`src/hw/nmictl_map.vh`:
```
// Notes on behaviour
// SMI outranks NMI, both outrank maskable interrupts.
// Channel check or PCI parity/system error raises the processor NMI.
// Either processor internal error also requests the NMI.
// Port 061h bit 7 reads board parity NMI request; writes ignored.
// Bit 6 reads channel check NMI request; read only.
// Bit 5 returns timer counter 2 output state.
// Bit 4 toggles on every refresh request.
// Bit 3 at 0 enables channel check source; 1 disables and clears.
// Bit 2 at 0 enables parity source; 1 disables and clears.
// Bit 0 gates counter 2; bit 1 is speaker data.
// Software clears status 7 or 6 by pulsing bit 2 or 3.
// Port 070h bit 7 masks NMI generation when set.
// Software keeps the low port 070h bits meaningful for the clock.
// With power management on, timer timeout asserts SMI.
// Three counters clocked at 1.193 MHz; 0 tick, 1 refresh, 2 speaker. Code clocks them at 1.25 MHz.
// Channel check and PCI error lines pass through bridge to NMI.
// NMI only when an enabled status is set and mask clear.
// Control port reads return bits 3..0 as written plus live status.
`ifndef NMICTL_MAP_VH
`define NMICTL_MAP_VH
// ==========================================================
// port addresses
`define NMICTL_PORTB_ADDR   16'h0061
`define NMICTL_MASK_ADDR    16'h0070
// ==========================================================
// control port fields
`define NMICTL_B_PARSTAT    7
`define NMICTL_B_CHKSTAT    6
`define NMICTL_B_SPKOUT     5
`define NMICTL_B_REFRESH    4
`define NMICTL_B_CHKDIS     3
`define NMICTL_B_PARDIS     2
`define NMICTL_B_SPKDATA    1
`define NMICTL_B_GATE2      0
`define NMICTL_B_MASK       7
`define NMICTL_PORTB_RST    4'hC
// ==========================================================
// timing: timer input targets 1.193 MHz; integer divide by 16 of the 20 MHz clock gives 1.25 MHz
`define NMICTL_CLK_KHZ      20000
`define NMICTL_TMR_KHZ      1193
`define NMICTL_TMR_DIV      (`NMICTL_CLK_KHZ / `NMICTL_TMR_KHZ)
`define NMICTL_CNT0_RST     16'hFFFF
`define NMICTL_CNT1_RST     16'h0012
`define NMICTL_CNT2_RST     16'h0533
`endif

```
`src/hw/nmictl_counter.v`:
```
`timescale 1ns/1ns
`include "nmictl_map.vh"
// square wave counter stepping on the timer enable
module nmictl_counter #(
   parameter WIDTH = 16
) (
   input  wire             clk,
   input  wire             rstSync_n,
   input  wire             tick,
   input  wire             gate,
   input  wire [WIDTH-1:0] reload,
   output reg              waveOut,
   output reg              endPulse
);
   reg [WIDTH-1:0] count;
   // ==========================================================
   // down count; a zero reload toggles every tick, the same as a reload of 1
   always @(posedge clk or negedge rstSync_n) begin
      if (!rstSync_n) begin
         count    <= {WIDTH{1'b0}};
         waveOut  <= 1'b1;
         endPulse <= 1'b0;
      end else begin
         endPulse <= 1'b0;
         if (!gate) begin
            count   <= reload;   // gate low holds and reloads
            waveOut <= 1'b1;
         end else if (tick) begin
            if (count <= {{(WIDTH-1){1'b0}}, 1'b1}) begin
               count    <= reload;
               waveOut  <= ~waveOut;
               endPulse <= 1'b1;
            end else begin
               count <= count - {{(WIDTH-1){1'b0}}, 1'b1};
            end
         end
      end
   end
endmodule

```
`src/hw/nmictl_top.v`:
```
`timescale 1ns/1ns
`include "nmictl_map.vh"
// nmi source collection, system control port and smi request
module nmictl_top #(
   parameter [15:0] CNT0_RELOAD = `NMICTL_CNT0_RST,
   parameter [15:0] CNT1_RELOAD = `NMICTL_CNT1_RST,
   parameter [15:0] CNT2_RELOAD = `NMICTL_CNT2_RST
) (
   input  wire        clk,
   input  wire        rst_n,
   input  wire [15:0] ioAddr,
   input  wire [7:0]  ioWrData,
   input  wire        ioWrite,
   input  wire        ioRead,
   output reg  [7:0]  ioRdData,
   input  wire        chanCheck_n,
   input  wire        pciParityErr_n,
   input  wire        pciSystemErr_n,
   input  wire        cpu_internal_err_a,
   input  wire        cpu_internal_err_b,
   input  wire        pmEnable,
   input  wire        inactTimeout,
   output reg         nmiOut,
   output reg         system_mgmt_int_n,
   output reg         timer_tick_request,
   output reg         refreshRequest,
   output reg         speakerOut
);
   reg        rstMeta_n;
   reg        rstSync_n;
   reg  [4:0] divCount;
   reg        tmrTick;
   reg        parStatus;
   reg        chkStatus;
   reg        cpuErrStatus;
   reg        refreshToggle;
   reg  [3:0] portbCtl;
   reg        nmiMask;
   reg        smiPending;
   wire       wave0;
   wire       wave2;
   wire       end1;
   wire       nmiRequest;
   wire       wrPortb;
   wire       wrMask;
   wire       rdPortb;

   // last divider state; only the low bits are compared against divCount
   localparam [31:0] DIV_LAST = `NMICTL_TMR_DIV - 1;

   // decode shared by reads and writes
   function hitAddr;
      input [15:0] addr;
      input [15:0] target;
      begin
         hitAddr = (addr == target);
      end
   endfunction

   // ==========================================================
   // reset release
   // async assert, two-flop release so nothing sees a runt edge
   always @(posedge clk or negedge rst_n) begin
      if (!rst_n) begin
         rstMeta_n <= 1'b0;
         rstSync_n <= 1'b0;
      end else begin
         rstMeta_n <= 1'b1;
         rstSync_n <= rstMeta_n;
      end
   end

   // ==========================================================
   // timer enable divider
   // timer clock enable
   // integer divide gives 1.25 MHz; exact 1.193 needs a faster clock
   always @(posedge clk or negedge rstSync_n) begin
      if (!rstSync_n) begin
         divCount <= 5'h00;
         tmrTick  <= 1'b0;
      end else if (divCount == DIV_LAST[4:0]) begin
         divCount <= 5'h00;
         tmrTick  <= 1'b1;
      end else begin
         divCount <= divCount + 5'h01;
         tmrTick  <= 1'b0;
      end
   end

   // ==========================================================
   // three counters
   // counters 0 and 1 always gated
   nmictl_counter #(.WIDTH(16)) uCnt0 (
      .clk       (clk),
      .rstSync_n (rstSync_n),
      .tick      (tmrTick),
      .gate      (1'b1),
      .reload    (CNT0_RELOAD),
      .waveOut   (wave0),
      .endPulse  ()
   );
   nmictl_counter #(.WIDTH(16)) uCnt1 (
      .clk       (clk),
      .rstSync_n (rstSync_n),
      .tick      (tmrTick),
      .gate      (1'b1),
      .reload    (CNT1_RELOAD),
      .waveOut   (),
      .endPulse  (end1)
   );
   // counter 2 gate
   nmictl_counter #(.WIDTH(16)) uCnt2 (
      .clk       (clk),
      .rstSync_n (rstSync_n),
      .tick      (tmrTick),
      .gate      (portbCtl[`NMICTL_B_GATE2]),
      .reload    (CNT2_RELOAD),
      .waveOut   (wave2),
      .endPulse  ()
   );

   // ==========================================================
   // port decode
   assign wrPortb = ioWrite && hitAddr(ioAddr, `NMICTL_PORTB_ADDR);
   assign wrMask  = ioWrite && hitAddr(ioAddr, `NMICTL_MASK_ADDR);
   assign rdPortb = ioRead && hitAddr(ioAddr, `NMICTL_PORTB_ADDR);

   // ==========================================================
   // control bits and mask
   // written bits kept as is
   always @(posedge clk or negedge rstSync_n) begin
      if (!rstSync_n) begin
         portbCtl <= `NMICTL_PORTB_RST;
         nmiMask  <= 1'b1;            // masked until software opens it
      end else begin
         if (wrPortb) begin
            portbCtl <= ioWrData[3:0];
         end
         // global mask bit
         if (wrMask) begin
            nmiMask <= ioWrData[`NMICTL_B_MASK];
         end
      end
   end

   // ==========================================================
   // source status flags
   // a disable bit holds its flag clear, so a pulse on it clears
   always @(posedge clk or negedge rstSync_n) begin
      if (!rstSync_n) begin
         parStatus    <= 1'b0;
         chkStatus    <= 1'b0;
         cpuErrStatus <= 1'b0;
      end else begin
         // parity disable and clear
         // pci error lines via bridge
         if (portbCtl[`NMICTL_B_PARDIS]) begin
            parStatus <= 1'b0;
         end else if (!pciParityErr_n || !pciSystemErr_n) begin
            parStatus <= 1'b1;
         end
         // channel check disable and clear
         if (portbCtl[`NMICTL_B_CHKDIS]) begin
            chkStatus <= 1'b0;
         end else if (!chanCheck_n) begin
            chkStatus <= 1'b1;
         end
         // cpu internal errors
         cpuErrStatus <= cpu_internal_err_a || cpu_internal_err_b;
      end
   end

   // enabled status and open mask
   // any collected source
   assign nmiRequest = (parStatus || chkStatus || cpuErrStatus) && !nmiMask;

   // ==========================================================
   // refresh indicator and smi
   always @(posedge clk or negedge rstSync_n) begin
      if (!rstSync_n) begin
         refreshToggle <= 1'b0;
         smiPending    <= 1'b0;
      end else begin
         // toggle per refresh
         if (end1) begin
            refreshToggle <= ~refreshToggle;
         end
         // timeout raises smi
         if (pmEnable && inactTimeout) begin
            smiPending <= 1'b1;
         end else if (!inactTimeout) begin
            smiPending <= 1'b0;
         end
      end
   end

   // ==========================================================
   // registered outputs and read data
   always @(posedge clk or negedge rstSync_n) begin
      if (!rstSync_n) begin
         nmiOut             <= 1'b0;
         system_mgmt_int_n  <= 1'b1;
         timer_tick_request <= 1'b0;
         refreshRequest     <= 1'b0;
         speakerOut         <= 1'b0;
         ioRdData           <= 8'h00;
      end else begin
         // smi held ahead of nmi when both pend
         nmiOut             <= nmiRequest && !smiPending;
         system_mgmt_int_n  <= ~smiPending;
         timer_tick_request <= wave0;
         refreshRequest     <= end1;
         // speaker follows counter 2 only while data bit set
         speakerOut         <= wave2 && portbCtl[`NMICTL_B_SPKDATA];
         if (rdPortb) begin
            // live status bits
            ioRdData <= {parStatus, chkStatus, wave2, refreshToggle, portbCtl};
         end else begin
            ioRdData <= 8'h00;
         end
      end
   end
endmodule

```
`config.mk`:
```
export PLATFORM = sky130hd
export DESIGN_NAME = nmictl_top
export DESIGN_NICKNAME = d
export VERILOG_FILES = /design/src/hw/nmictl_counter.v /design/src/hw/nmictl_top.v
export VERILOG_INCLUDE_DIRS = /design/src /design/src/hw
export SDC_FILE = /design/constraint.sdc
export NUM_CORES = 1
export LEC_CHECK = 0
export ABC_AREA = 1
export BUFFER_PORTS_ARGS = -buffer_cell sky130_fd_sc_hd__buf_2
export CAP_MARGIN = 20
export CORE_AREA = 2 2 105 107
export DETAILED_ROUTE_END_ITERATION = 16
export DIE_AREA = 0 0 107 109
export GPL_ROUTABILITY_DRIVEN = 0
export GPL_TIMING_DRIVEN = 0
export HOLD_SLACK_MARGIN = 0.12
export PLACE_DENSITY = 0.63
export RECOVER_POWER = 100
export SLEW_MARGIN = 5
export SYNTH_ARGS = -nofsm -noshare
export SYNTH_HDL_FRONTEND = slang
export SYNTH_SLANG_ARGS = --single-unit
export TNS_END_PERCENT = 20
```
`constraint.sdc`:
```
create_clock -name clk -period 2.4 [get_ports clk]
set_input_delay 0.6 -clock clk [delete_from_list [all_inputs] [get_ports clk]]
set_output_delay 0.6 -clock clk [all_outputs]
set_load 0.01 [all_outputs]
```
After elaboration in Yosys (flattened, before gate mapping)
Cells that the tools add are included.
{"block": "word_totals", "reg_bits": 82, "input_bits": 35, "wordCells": 78}
{"block": "classes", "addsub": 4, "order_cmp": 3, "n_eq_ne": 7, "mux": 19, "bitwise": 4, "n_reduce_logical": 18}
{"operator": "$mux 16", "count": 5}
{"operator": "$le 16x1->1 const B", "count": 3}
{"operator": "$sub 16x1->16 const B", "count": 3}
{"operator": "$eq 16x7->1 const B", "count": 2}
{"operator": "$mux 1", "count": 12}
{"operator": "$mux 8", "count": 1}
{"operator": "$logic_and 1x1->1", "count": 7}
{"operator": "$ne 2x1->1 const B", "count": 3}
{"operator": "$add 5x1->5 const B", "count": 1}
{"operator": "$eq 5x4->1 const B", "count": 1}
{"operator": "$mux 5", "count": 1}
{"operator": "$logic_not 1->1", "count": 4}
{"operator": "$logic_or 1x1->1", "count": 4}
{"operator": "$not 1->1", "count": 4}
{"operator": "$reduce_and 2->1", "count": 2}
{"operator": "$ne 2x2->1 const B", "count": 1}
{"operator": "$reduce_bool 2->1", "count": 1}

Depth between registers and ports, before layout
Gate-level depths: netlist of run 1.
{"block": "depth", "depth_word": 4, "ltp_mapped": 11}

By module
From an unflattened synthesis of run 1, not the netlist that was laid out.
{"block": "hier_totals", "cells_unflattened": 760, "area_unflattened_um2": 5415.2}
{"mod": "nmictl_counter", "instances": 3, "cells_each": 218, "area_each_um2": 1411.4}
{"mod": "nmictl_top", "instances": 1, "cells_each": 106, "area_each_um2": 1181.1}

Worst setup path after synthesis of run 1
OpenSTA, ideal clock, no wires.
{"block": "synth_path", "path_kind": "register -> register", "start": "register uCnt2.count[0]", "end": "register uCnt2.count[13]", "arrival_time_ps": 1318, "required_time_ps": 2283, "path_slack_ps": 965, "stages_incl_launch_ff": 12, "path_buffers": 0, "period_less_slack_ps": 1435, "path_cell_list": "dfrtp_1 -> inv_1 -> ha_1 -> inv_1 -> nand2_1 -> nand2_1 -> nor2_1 -> nand3_1 -> nand2_2 -> inv_2 -> nand2_1 -> nor2_1"}
{"block": "synth_via", "elab_chain_cells": 4}
{"element": "start: declaration", "line": "nmictl_counter.v:15", "rtl": "reg [WIDTH-1:0] count;"}
{"element": "start signal: assignment", "line": "nmictl_counter.v:20", "rtl": "count <= {WIDTH{1'b0}};"}
{"element": "start signal: assignment", "line": "nmictl_counter.v:26", "rtl": "count <= reload;"}
{"element": "start signal: assignment", "line": "nmictl_counter.v:30", "rtl": "count <= reload;"}
{"element": "$sub 16x1->16 or $le 16x1->1 (tied branches)", "line": "nmictl_counter.v:34, nmictl_counter.v:29"}
{"element": "$mux 16 *", "line": "nmictl_counter.v:29", "rtl": "if (count <= {{(WIDTH-1){1'b0}}, 1'b1}) begin"}
{"element": "$mux 16 *", "line": "nmictl_counter.v:28", "rtl": "end else if (tick) begin"}
{"element": "$mux 16 *", "line": "nmictl_counter.v:25", "rtl": "if (!gate) begin"}
Every way passes the cells marked *; elsewhere a longest branch is shown, timed or not. The select of a mux whose other input is x is not followed.
A chain may end at the register's enable or synchronous reset.

Worst setup path in the final report of run 1
{"block": "layout_path", "start": "register uCnt1.count[0]", "end": "register uCnt1.count[8]"}
{"block": "layout_via", "elab_chain_cells": 2}
{"element": "start: declaration", "line": "nmictl_counter.v:15"}
{"element": "start signal: assignment", "line": "nmictl_counter.v:20"}
{"element": "start signal: assignment", "line": "nmictl_counter.v:26"}
{"element": "start signal: assignment", "line": "nmictl_counter.v:30"}
{"element": "$sub 16x1->16 or $le 16x1->1 (tied branches)", "line": "nmictl_counter.v:34, nmictl_counter.v:29"}
{"element": "$mux 16 *", "line": "nmictl_counter.v:29"}
Every way passes the cells marked *; elsewhere a longest branch is shown, timed or not.

==> results_dict.tcl, run 1 <==
set metrics [dict create \
    peakVddDrop_mv 0.280 \
    ant_nets 0 \
    synth_cell_types 34 \
    final_common_cell "nand2_1" \
    layout_min_cycle_time_ns 1.95 \
    seq_area_frac_synth_pct 50.2 \
    swShare_pct 23.7 \
    crit_type "reg -> reg" \
    switching_power_mw 0.577 \
    ys_ff_latch 82 \
    synth_warnings 0 \
    cts.reportedPaths.clkPinSlew_ns 0.09 \
    p_per_area_mw_per_mm2 523 \
    dp_hpwl_mm 5.62 \
    drtIter0Drc 81 \
    fin_skew_ns 0.0144 \
    num_vias 3259 \
    cts.sinks 82 \
    antenna_found_initial 0 \
    dp_cells 691 \
    overflow 0 \
    internal_power_mw 1.86 \
    tritoncts "built" \
    rsz0062_at_grt "no" \
    layout_setup_ws_ns 0.453 \
    post-route-drc-count 0 \
    synth_cells 506 \
    worst_hold_path_type "reg -> async" \
    htree_levels 3 \
    crit_required_ns 2.69 \
    io_buffers 44 \
    num_rows 38 \
    ios 48 \
    synth_area_per_cell_um2 8.11 \
    place_area_mm2 0.00453 \
    maxCapViolCount 0 \
    die-area_mm2 0.0117 \
    grt_max_degree 68 \
    syn_area_mm2 0.00410 \
    design_area_mm2 0.00466 \
    grt.total_usage_pct 14.7 \
    die_h_um 109 \
    mostFrequentLayoutCells "108 x nand2_1, 96 x nor2_1, 76 x dfrtp_1" \
    viasPerCell 4.60 \
    post_drt_wl_per_cell_um 10.8 \
    area_delta_synth_final_pct 13.6 \
    clockPowerShare_pct 40.3 \
    finalMaxSlewViolations 0 \
    wl_mm 7.66 \
    p_total_mw 2.44 \
    core_mm2 0.0106 \
    grt_pass1_wl_mm 13.7 \
    outcome "finished clean" \
    slew_headroom_pct 40.7 \
    cp-end-kind "register" \
    crit_path_start_kind "register" \
    clk_latency_ns 0.36 \
    comb_power_share_pct 2.5 \
    drive_gt1_share_pct 13.7 \
    diodes 0 \
    drt_first_pass_iters 4 \
    nNetsFinal 605 \
    n_fill_cell 1081 \
    clockRootBuffer "clkbuf_8" \
    worstMarginPinSlew_ns 0.890 \
    critPathMaxFanout 10 \
    start_util_pct 38.7 \
    setup_tns_ns 0 \
    setup_violations 0 \
    cts_buffers 9 \
    arrival_ns 2.24 \
    fp.dieW_um 107 \
    pre_cts_ws_ns 0.654 \
    hold_violations 0 \
    fmax_ghz 0.514 \
    cts_setup_buffers 0 \
    leakagePower_nw 2.35 \
    cts_buffer_depth 2 \
    syn_nets 548 \
    seqPwrFrac_pct 57.2 \
    final_cells 708 \
    grt_pass1_vias 3181 \
    post-route-period-util_pct 81.1 \
]
==> routing by layer <==
metal	vias up	part of all wire (%)	GRT usage, %
met1	1534	47	18.1
met5	-	0	0
met3	10	2.4	2.75
met2	32	49	25.8
li1	1683	-	-
met4	0	1.5	5.57
==> critical path: stages (launching register included) <==
cell and delay (ns):
dfrtp_1 0.42, inv_1 0.10, ha_1 0.25, o211ai_1 0.22, nor2_2 0.06, nand3_1 0.15, clkbuf_1 0.39, o21ai_0 0.22
inv_2 0.07
==> area by class of cell <==
type | count | area [µm²] | share of cell area (%)
Tap cell | 140 | 175 | 3.76
Timing Repair Buffer | 46 | 220 | 4.73
Clock inverter | 5 | 42.5 | 0.913
Multi-Input combinational cell | 342 | 1690 | 36.3
Buffer | 4 | 22.5 | 0.483
Clock buffer | 11 | 151 | 3.25
Inverter | 78 | 298 | 6.39
Sequential cell | 82 | 2060 | 44.2
==> sequential cells by signal (all words and copies together), names as in the netlist <==
signal	count
parStatus	1
uCnt1.count	16
ioRdData	8
refreshRequest	1
uCnt0.count	16
refreshToggle	1
portbCtl	4
tmrTick	1
nmiMask	1
timer_tick_request	1
rstSync_n	1
uCnt2.count	16
cpuErrStatus	1
divCount	5
smiPending	1
uCnt0.waveOut	1
uCnt1.endPulse	1
rstMeta_n	1
chkStatus	1
uCnt2.waveOut	1
system_mgmt_int_n	1
nmiOut	1
speakerOut	1
==> power by group through the flow <==
| stage | Clock (mW) | Sequential (mW) | Combinational, mW |
|---|---|---|---|
| floorplan | 0 | 1.44 | 0.00924 |
| detailed placement | 0 | 1.42 | 0.0674 |
| finish | 0.983 | 1.39 | 0.0613 |
| global placement | 0 | 1.44 | 0.0382 |
| CTS | 1.02 | 1.40 | 0.0686 |
| global route | 1.08 | 1.40 | 0.0725 |
==> Yosys cell counts <==
library cell | count | area share [%]
nand2_1 | 106 | 9.7
nor2_1 | 94 | 8.6
dfrtp_1 | 76 | 46
inv_1 | 73 | 6.7
nand3_1 | 45 | 5.5
o21ai_0 | 19 | 2.3
xor2_1 | 11 | 2.3
nor2_2 | 9 | 1.4
nand4_1 | 8 | 1.2
a21oi_1 | 7 | 0.85
ha_1 | 7 | 2.1
dfstp_2 | 6 | 3.8
nand2_2 | 5 | 0.76
nand3_2 | 4 | 0.98
inv_2 | 3 | 0.27
nand3b_1 | 3 | 0.55
nor2_4 | 3 | 0.82
nor3_1 | 3 | 0.37
or2_2 | 3 | 0.46
xnor2_1 | 3 | 0.64
buf_2 | 2 | 0.24
inv_4 | 2 | 0.31
nor2_8 | 2 | 0.98
o21ai_1 | 2 | 0.24
buf_6 | 1 | 0.27
clkbuf_1 | 1 | 0.091
conb_1 | 1 | 0.091
nand2_4 | 1 | 0.27
nand2_8 | 1 | 0.49
nand3_4 | 1 | 0.43
o2111ai_1 | 1 | 0.21
o211ai_1 | 1 | 0.18
o21a_1 | 1 | 0.18
o21ai_2 | 1 | 0.21
==> cells by family (layout without fill, tap and decap cells) <==
| family | Yosys count | count (layout) | synth area share, % |
|---|---|---|---|
| xor+xnor | 14 | 14 | 2.99 |
| other cells | 1 | 1 | 0.0914 |
| compound gates | 32 | 32 | 4.21 |
| fa+ha+maj | 7 | 7 | 2.14 |
| buf+inv | 82 | 144 | 7.87 |
| simple gates | 288 | 288 | 32.5 |
| flops | 82 | 82 | 50.2 |
==> path summary, 6_finish.rpt <==
path,start,endpoint,slack (ns),depth (start not counted)
setup reg to reg,uCnt1.count[0],uCnt1.count[8],0.45,8
setup / recovery,uCnt1.count[0],uCnt1.count[8],0.45,8
max in group asynchronous,rstSync_n,uCnt0.count[5],0.85,1
hold / removal,rstSync_n,ioRdData[2],0.22,0
min in group clk,rstMeta_n,rstSync_n,0.36,0
hold reg to reg,rstSync_n,ioRdData[2],0.22,0
==> through the flow <==
stage / utilization, % / hold slack (ns)
finish: 43.9 / 0.222
CTS: 44.6 / 0.195
global placement: 42.4 / 0.341
floorplan: - / 0.304
global route: 43.9 / 0.282
detailed placement: 42.7 / 0.187
==> what timing repair did <==
action	in CTS	in global routing
endpoints found under the setup margin	0	0
hold buffers	1	0
hold endpoints to repair	2	0
resized for setup	0	0
(Power assumes the default switching activity.)
==> run 2, diff against run 1 <==
- PLACE_DENSITY: 0.63 -> 0.61
- clock period: 2.4 -> 1.9 ns (I/O delays scaled with it)
==> results_dict.tcl, run 2 (synthesis results as in run 1) <==
set metrics [dict create \
    outcome "finished clean" \
    die_h_um 109 \
    num_vias 3197 \
    nNetsFinal 605 \
    setup_violations 0 \
    seq_area_mm2 0.00206 \
    arrival_ns 1.95 \
    fmax_ghz 0.590 \
    p_total_mw 3.13 \
    regToRegSetupSlack_ns 0.21 \
    finalMaxSlewViolations 0 \
    r2r-end "uCnt1.count[8]" \
    rr_worst_depth 8 \
    wl_mm 7.71 \
    crit_path_start_kind "register" \
    crit_required_ns 2.16 \
    leakagePower_nw 2.35 \
    cts_buffers 9 \
    drive_gt1_share_pct 14.1 \
    path_depth 8 \
    p_per_area_mw_per_mm2 670 \
    tritoncts "built" \
    start_util_pct 38.7 \
    layout_setup_ws_ns 0.205 \
    peakVddDrop_mv 0.383 \
    cts_buffer_depth 2 \
    worst_hold_path_type "in -> reg" \
    post-route-period-util_pct 89.2 \
    core_mm2 0.0106 \
    post-route-util_pct 44.0 \
    final_common_cell "nand2_1" \
    maxCapViolCount 0 \
    grt_pass1_vias 3230 \
    multi_input_area_mm2 0.00170 \
    overflow 0 \
    post-route-drc-count 0 \
    slowest_stage "dfrtp_1" \
    num_rows 38 \
    post_drt_wl_per_cell_um 10.9 \
    fin_skew_ns 0.00884 \
    cts.sinks 82 \
    rsz0062_at_grt "no" \
    drt_first_pass_iters 4 \
    cp_top_family "flip-flops" \
    cts.reportedPaths.clkPinSlew_ns 0.09 \
    setup_tns_ns 0 \
    grt.total_usage_pct 15.0 \
    top_regs "uCnt0.count x16, uCnt1.count x16, uCnt2.count x16" \
    area_delta_synth_final_pct 13.8 \
    grt_pass1_wl_mm 14.0 \
    critical_path_buf_inv_count 3 \
    clk_latency_ns 0.36 \
    io_buffers 44 \
    slew_headroom_pct 42.9 \
    crit_path_end "uCnt1.count[8]" \
    dp_hpwl_mm 5.60 \
    hold_violations 0 \
    drtIter0Drc 123 \
    hold_slack_ns 0.301 \
    clockRootBuffer "clkbuf_8" \
    worstMarginPinSlew_ns 0.857 \
    antenna_found_initial 0 \
    ios 48 \
    mostFrequentLayoutCells "107 x nand2_1, 97 x nor2_1, 75 x dfrtp_1" \
    critPathMaxFanout 10 \
    crit_start "uCnt1.count[0]" \
    r2r-start "uCnt1.count[0]" \
    grt_max_degree 42 \
    die-area_mm2 0.0117 \
    diodes 0 \
    pre_cts_ws_ns 0.152 \
    cp_cell_sequence "inv_1, ha_1, o211ai_1, nor2_1, nand3_1, buf_2, o21ai_1, inv_2" \
    layout_min_cycle_time_ns 1.69 \
    htree_levels 3 \
    viasPerCell 4.52 \
    n_fill_cell 1054 \
    cp-end-kind "register" \
    cp_slowest_stage_delay_ns 0.43 \
    crit_type "reg -> reg" \
    ant_nets 0 \
    fp.dieW_um 107 \
]
-- run 2: cell count changes in the layout (fill, tap and decap cells not counted), sizes merged --
cell / before / now
inv: 82 / 80
buf: 31 / 32
bufinv: 0 / 1
clkbuf: 29 / 28
clkinvlp: 1 / 2
-- run 2: power breakdown --
part           switching, mW  internal (mW)
Clock                  0.674          0.618
Sequential            0.0182           1.75
Combinational         0.0352         0.0320
Total                  0.727           2.40
-- run 2: final cells by class --
class / count / area share [%]
Tap cell: 140 / 3.75
Clock inverter: 5 / 1.34
Clock buffer: 11 / 2.81
Timing Repair Buffer: 46 / 4.72
Multi-Input combinational cell: 342 / 36.3
Inverter: 78 / 6.38
Sequential cell: 82 / 44.1
Buffer: 4 / 0.536
-- run 2: per-layer routing --
| layer | vias up | track usage [%] | part of all wire, % |
|---|---|---|---|
| met5 | - | 0 | 0 |
| met4 | 0 | 6.40 | 1.8 |
| met3 | 14 | 3.05 | 2.5 |
| met2 | 38 | 25.1 | 49 |
| met1 | 1464 | 18.9 | 47 |
| li1 | 1681 | - | - |
-- run 2: per-stage QoR --
step                      instances  cell area, µm²
after floorplan                 506            4100
after global placement          690            4500
after detailed placement        691            4520
after CTS                       708            4720
after global routing            708            4670
final                           708            4670
-- run 2: worst min path at each step --
| stage | from | to | slack [ns] | cells after the start |
|---|---|---|---|---|
| floorplan | rst_n | rstMeta_n | 0.18 | 0 |
| global placement | rst_n | rstMeta_n | 0.26 | 1 |
| detailed placement | rst_n | rstMeta_n | 0.26 | 1 |
| CTS | chanCheck_n | chkStatus | 0.28 | 2 |
| global route | chanCheck_n | chkStatus | 0.29 | 2 |
| finish | chanCheck_n | chkStatus | 0.30 | 2 |
-- run 2: repair_timing --
| item | in CTS | in global routing |
|---|---|---|
| gates resized for setup | 0 | 1 |
| buffers inserted | 0 | 0 |
| endpoints found under the hold margin | 2 | 0 |
| hold buffers | 1 | 0 |
| endpoints found under the setup margin | 0 | 3 |
==> run 3, diff against run 2 <==
- PLACE_DENSITY: 0.61 -> 0.63
- clock period: 1.9 -> 1.5 ns (I/O delays scaled with it)
==> results_dict.tcl, run 3 (synthesis results as in run 1) <==
set metrics [dict create \
    outcome "finished clean" \
    arrival_ns 1.72 \
    crit_path_start_kind "register" \
    slowest_stage "dfrtp_2" \
    cp_cell_sequence "inv_2, ha_4, o211ai_1, nor2_2, nand3_2, buf_2, o21ai_2, inv_2" \
    grt_pass1_wl_mm 13.8 \
    cts_buffers 9 \
    leakagePower_nw 2.42 \
    cp_slowest_stage_delay_ns 0.44 \
    peakVddDrop_mv 0.448 \
    cts_buffer_depth 2 \
    place_area_mm2 0.00453 \
    maxCapViolCount 0 \
    ios 48 \
    setup_violations 0 \
    p_total_mw 3.91 \
    finalMaxSlewViolations 0 \
    r2r-start "uCnt1.count[0]" \
    grt_max_degree 68 \
    io_buffers 44 \
    drtIter0Drc 93 \
    crit_path_end "uCnt1.count[8]" \
    wl_mm 7.88 \
    top_regs "uCnt0.count x16, uCnt1.count x16, uCnt2.count x16" \
    viasPerCell 4.58 \
    nNetsFinal 616 \
    mostFrequentLayoutCells "104 x nand2_1, 87 x nor2_1, 75 x dfrtp_1" \
    num_rows 38 \
    post_drt_wl_per_cell_um 11.0 \
    seq_area_mm2 0.00206 \
    layout_setup_ws_ns 0.0336 \
    post-route-period-util_pct 97.8 \
    clockRootBuffer "clkbuf_8" \
    worst_hold_path_type "in -> reg" \
    die_h_um 109 \
    cts.sinks 82 \
    p_per_area_mw_per_mm2 798 \
    antenna_found_initial 0 \
    cts.reportedPaths.clkPinSlew_ns 0.08 \
    dp_hpwl_mm 5.62 \
    fp.dieW_um 107 \
    htree_levels 3 \
    worstMarginPinSlew_ns 0.590 \
    start_util_pct 38.7 \
    crit_type "reg -> reg" \
    fin_skew_ns 0.0145 \
    hold_violations 0 \
    multi_input_area_mm2 0.00182 \
    path_depth 8 \
    post-route-drc-count 0 \
    ant_nets 0 \
    clk_latency_ns 0.36 \
    setup_tns_ns 0 \
    crit_path_frequent_cell "inv_2" \
    grt_pass1_vias 3198 \
    crit_required_ns 1.75 \
    crit_start "uCnt1.count[0]" \
    n_fill_cell 1064 \
    area_delta_synth_final_pct 19.6 \
    slew_headroom_pct 60.7 \
    rr_worst_depth 8 \
    cp-end-kind "register" \
    design_area_mm2 0.00490 \
    diodes 0 \
    core_mm2 0.0106 \
    drt_first_pass_iters 4 \
    critical_path_buf_inv_count 3 \
    critPathMaxFanout 5 \
    final_common_cell "nand2_1" \
    fmax_ghz 0.682 \
    tritoncts "built" \
    rsz0062_at_grt "yes" \
    layout_min_cycle_time_ns 1.47 \
    die-area_mm2 0.0117 \
    drive_gt1_share_pct 20.9 \
    overflow 0 \
    cp_top_family "flip-flops" \
    pre_cts_ws_ns -0.246 \
    regToRegSetupSlack_ns 0.03 \
    num_vias 3291 \
    r2r-end "uCnt1.count[8]" \
    grt.total_usage_pct 14.8 \
]
[run 3: worst min-delay path by stage]
stage | startpoint | end | cells past startpoint
after detailed placement | rst_n | rstMeta_n | 1
after global routing | cpu_internal_err_a | cpuErrStatus | 2
after CTS | cpu_internal_err_a | cpuErrStatus | 2
final | chanCheck_n | chkStatus | 2
after global placement | rst_n | rstMeta_n | 1
after floorplan | rst_n | rstMeta_n | 0
[run 3: worst reg2reg max path, cell delays in order, from the launching register on]
cell and delay, ns:
dfrtp_2 0.44, inv_2 0.09, ha_4 0.15, o211ai_1 0.10
nor2_2 0.15, nand3_2 0.13, buf_2 0.20, o21ai_2 0.07
inv_2 0.04
[run 3: per-stage QoR]
step / std cells / hold WS, ns / util [%]
after floorplan: 506 / 0.0794 / -
after global placement: 690 / 0.162 / 42.4
after detailed placement: 691 / 0.165 / 42.7
after CTS: 710 / 0.182 / 45.2
after global routing: 719 / 0.182 / 46.2
final: 719 / 0.196 / 46.2
[run 3: final cells by class]
cell class              instances  area share [%]
well taps                     140            3.57
clock inverters                 5           0.868
flip-flops and latches         82            42.0
plain buffers                   4           0.689
repair buffers                 57            6.48
clock buffers                  11            3.09
inverters                      78            6.23
multi-input cells             342            37.1
[run 3: layer usage]
| layer | routed length, µm | GRT usage (%) | vias to the layer above | part of all wire (%) |
|---|---|---|---|---|
| met5 | 0 | 0 | - | 0 |
| met4 | 125 | 5.57 | 0 | 1.6 |
| met3 | 194 | 2.75 | 13 | 2.5 |
| met2 | 3880 | 26.0 | 30 | 49 |
| met1 | 3680 | 18.2 | 1544 | 47 |
| li1 | - | - | 1704 | - |
[run 3: timing repair]
item | in CTS | in global routing
buffers inserted | 2 | 8
endpoints found under the setup margin | 32 | 43
resized for setup | 11 | 26
pin swaps | 2 | 7
endpoints found under the hold margin | 2 | 0
gates cloned | 0 | 1
hold buffers | 1 | 0
[run 3: where the power goes]
group	total, mW	internal (mW)	switching (mW)
sequential	2.23	2.22	0.00987
clock	1.58	0.716	0.868
combinational	0.0997	0.0421	0.0576
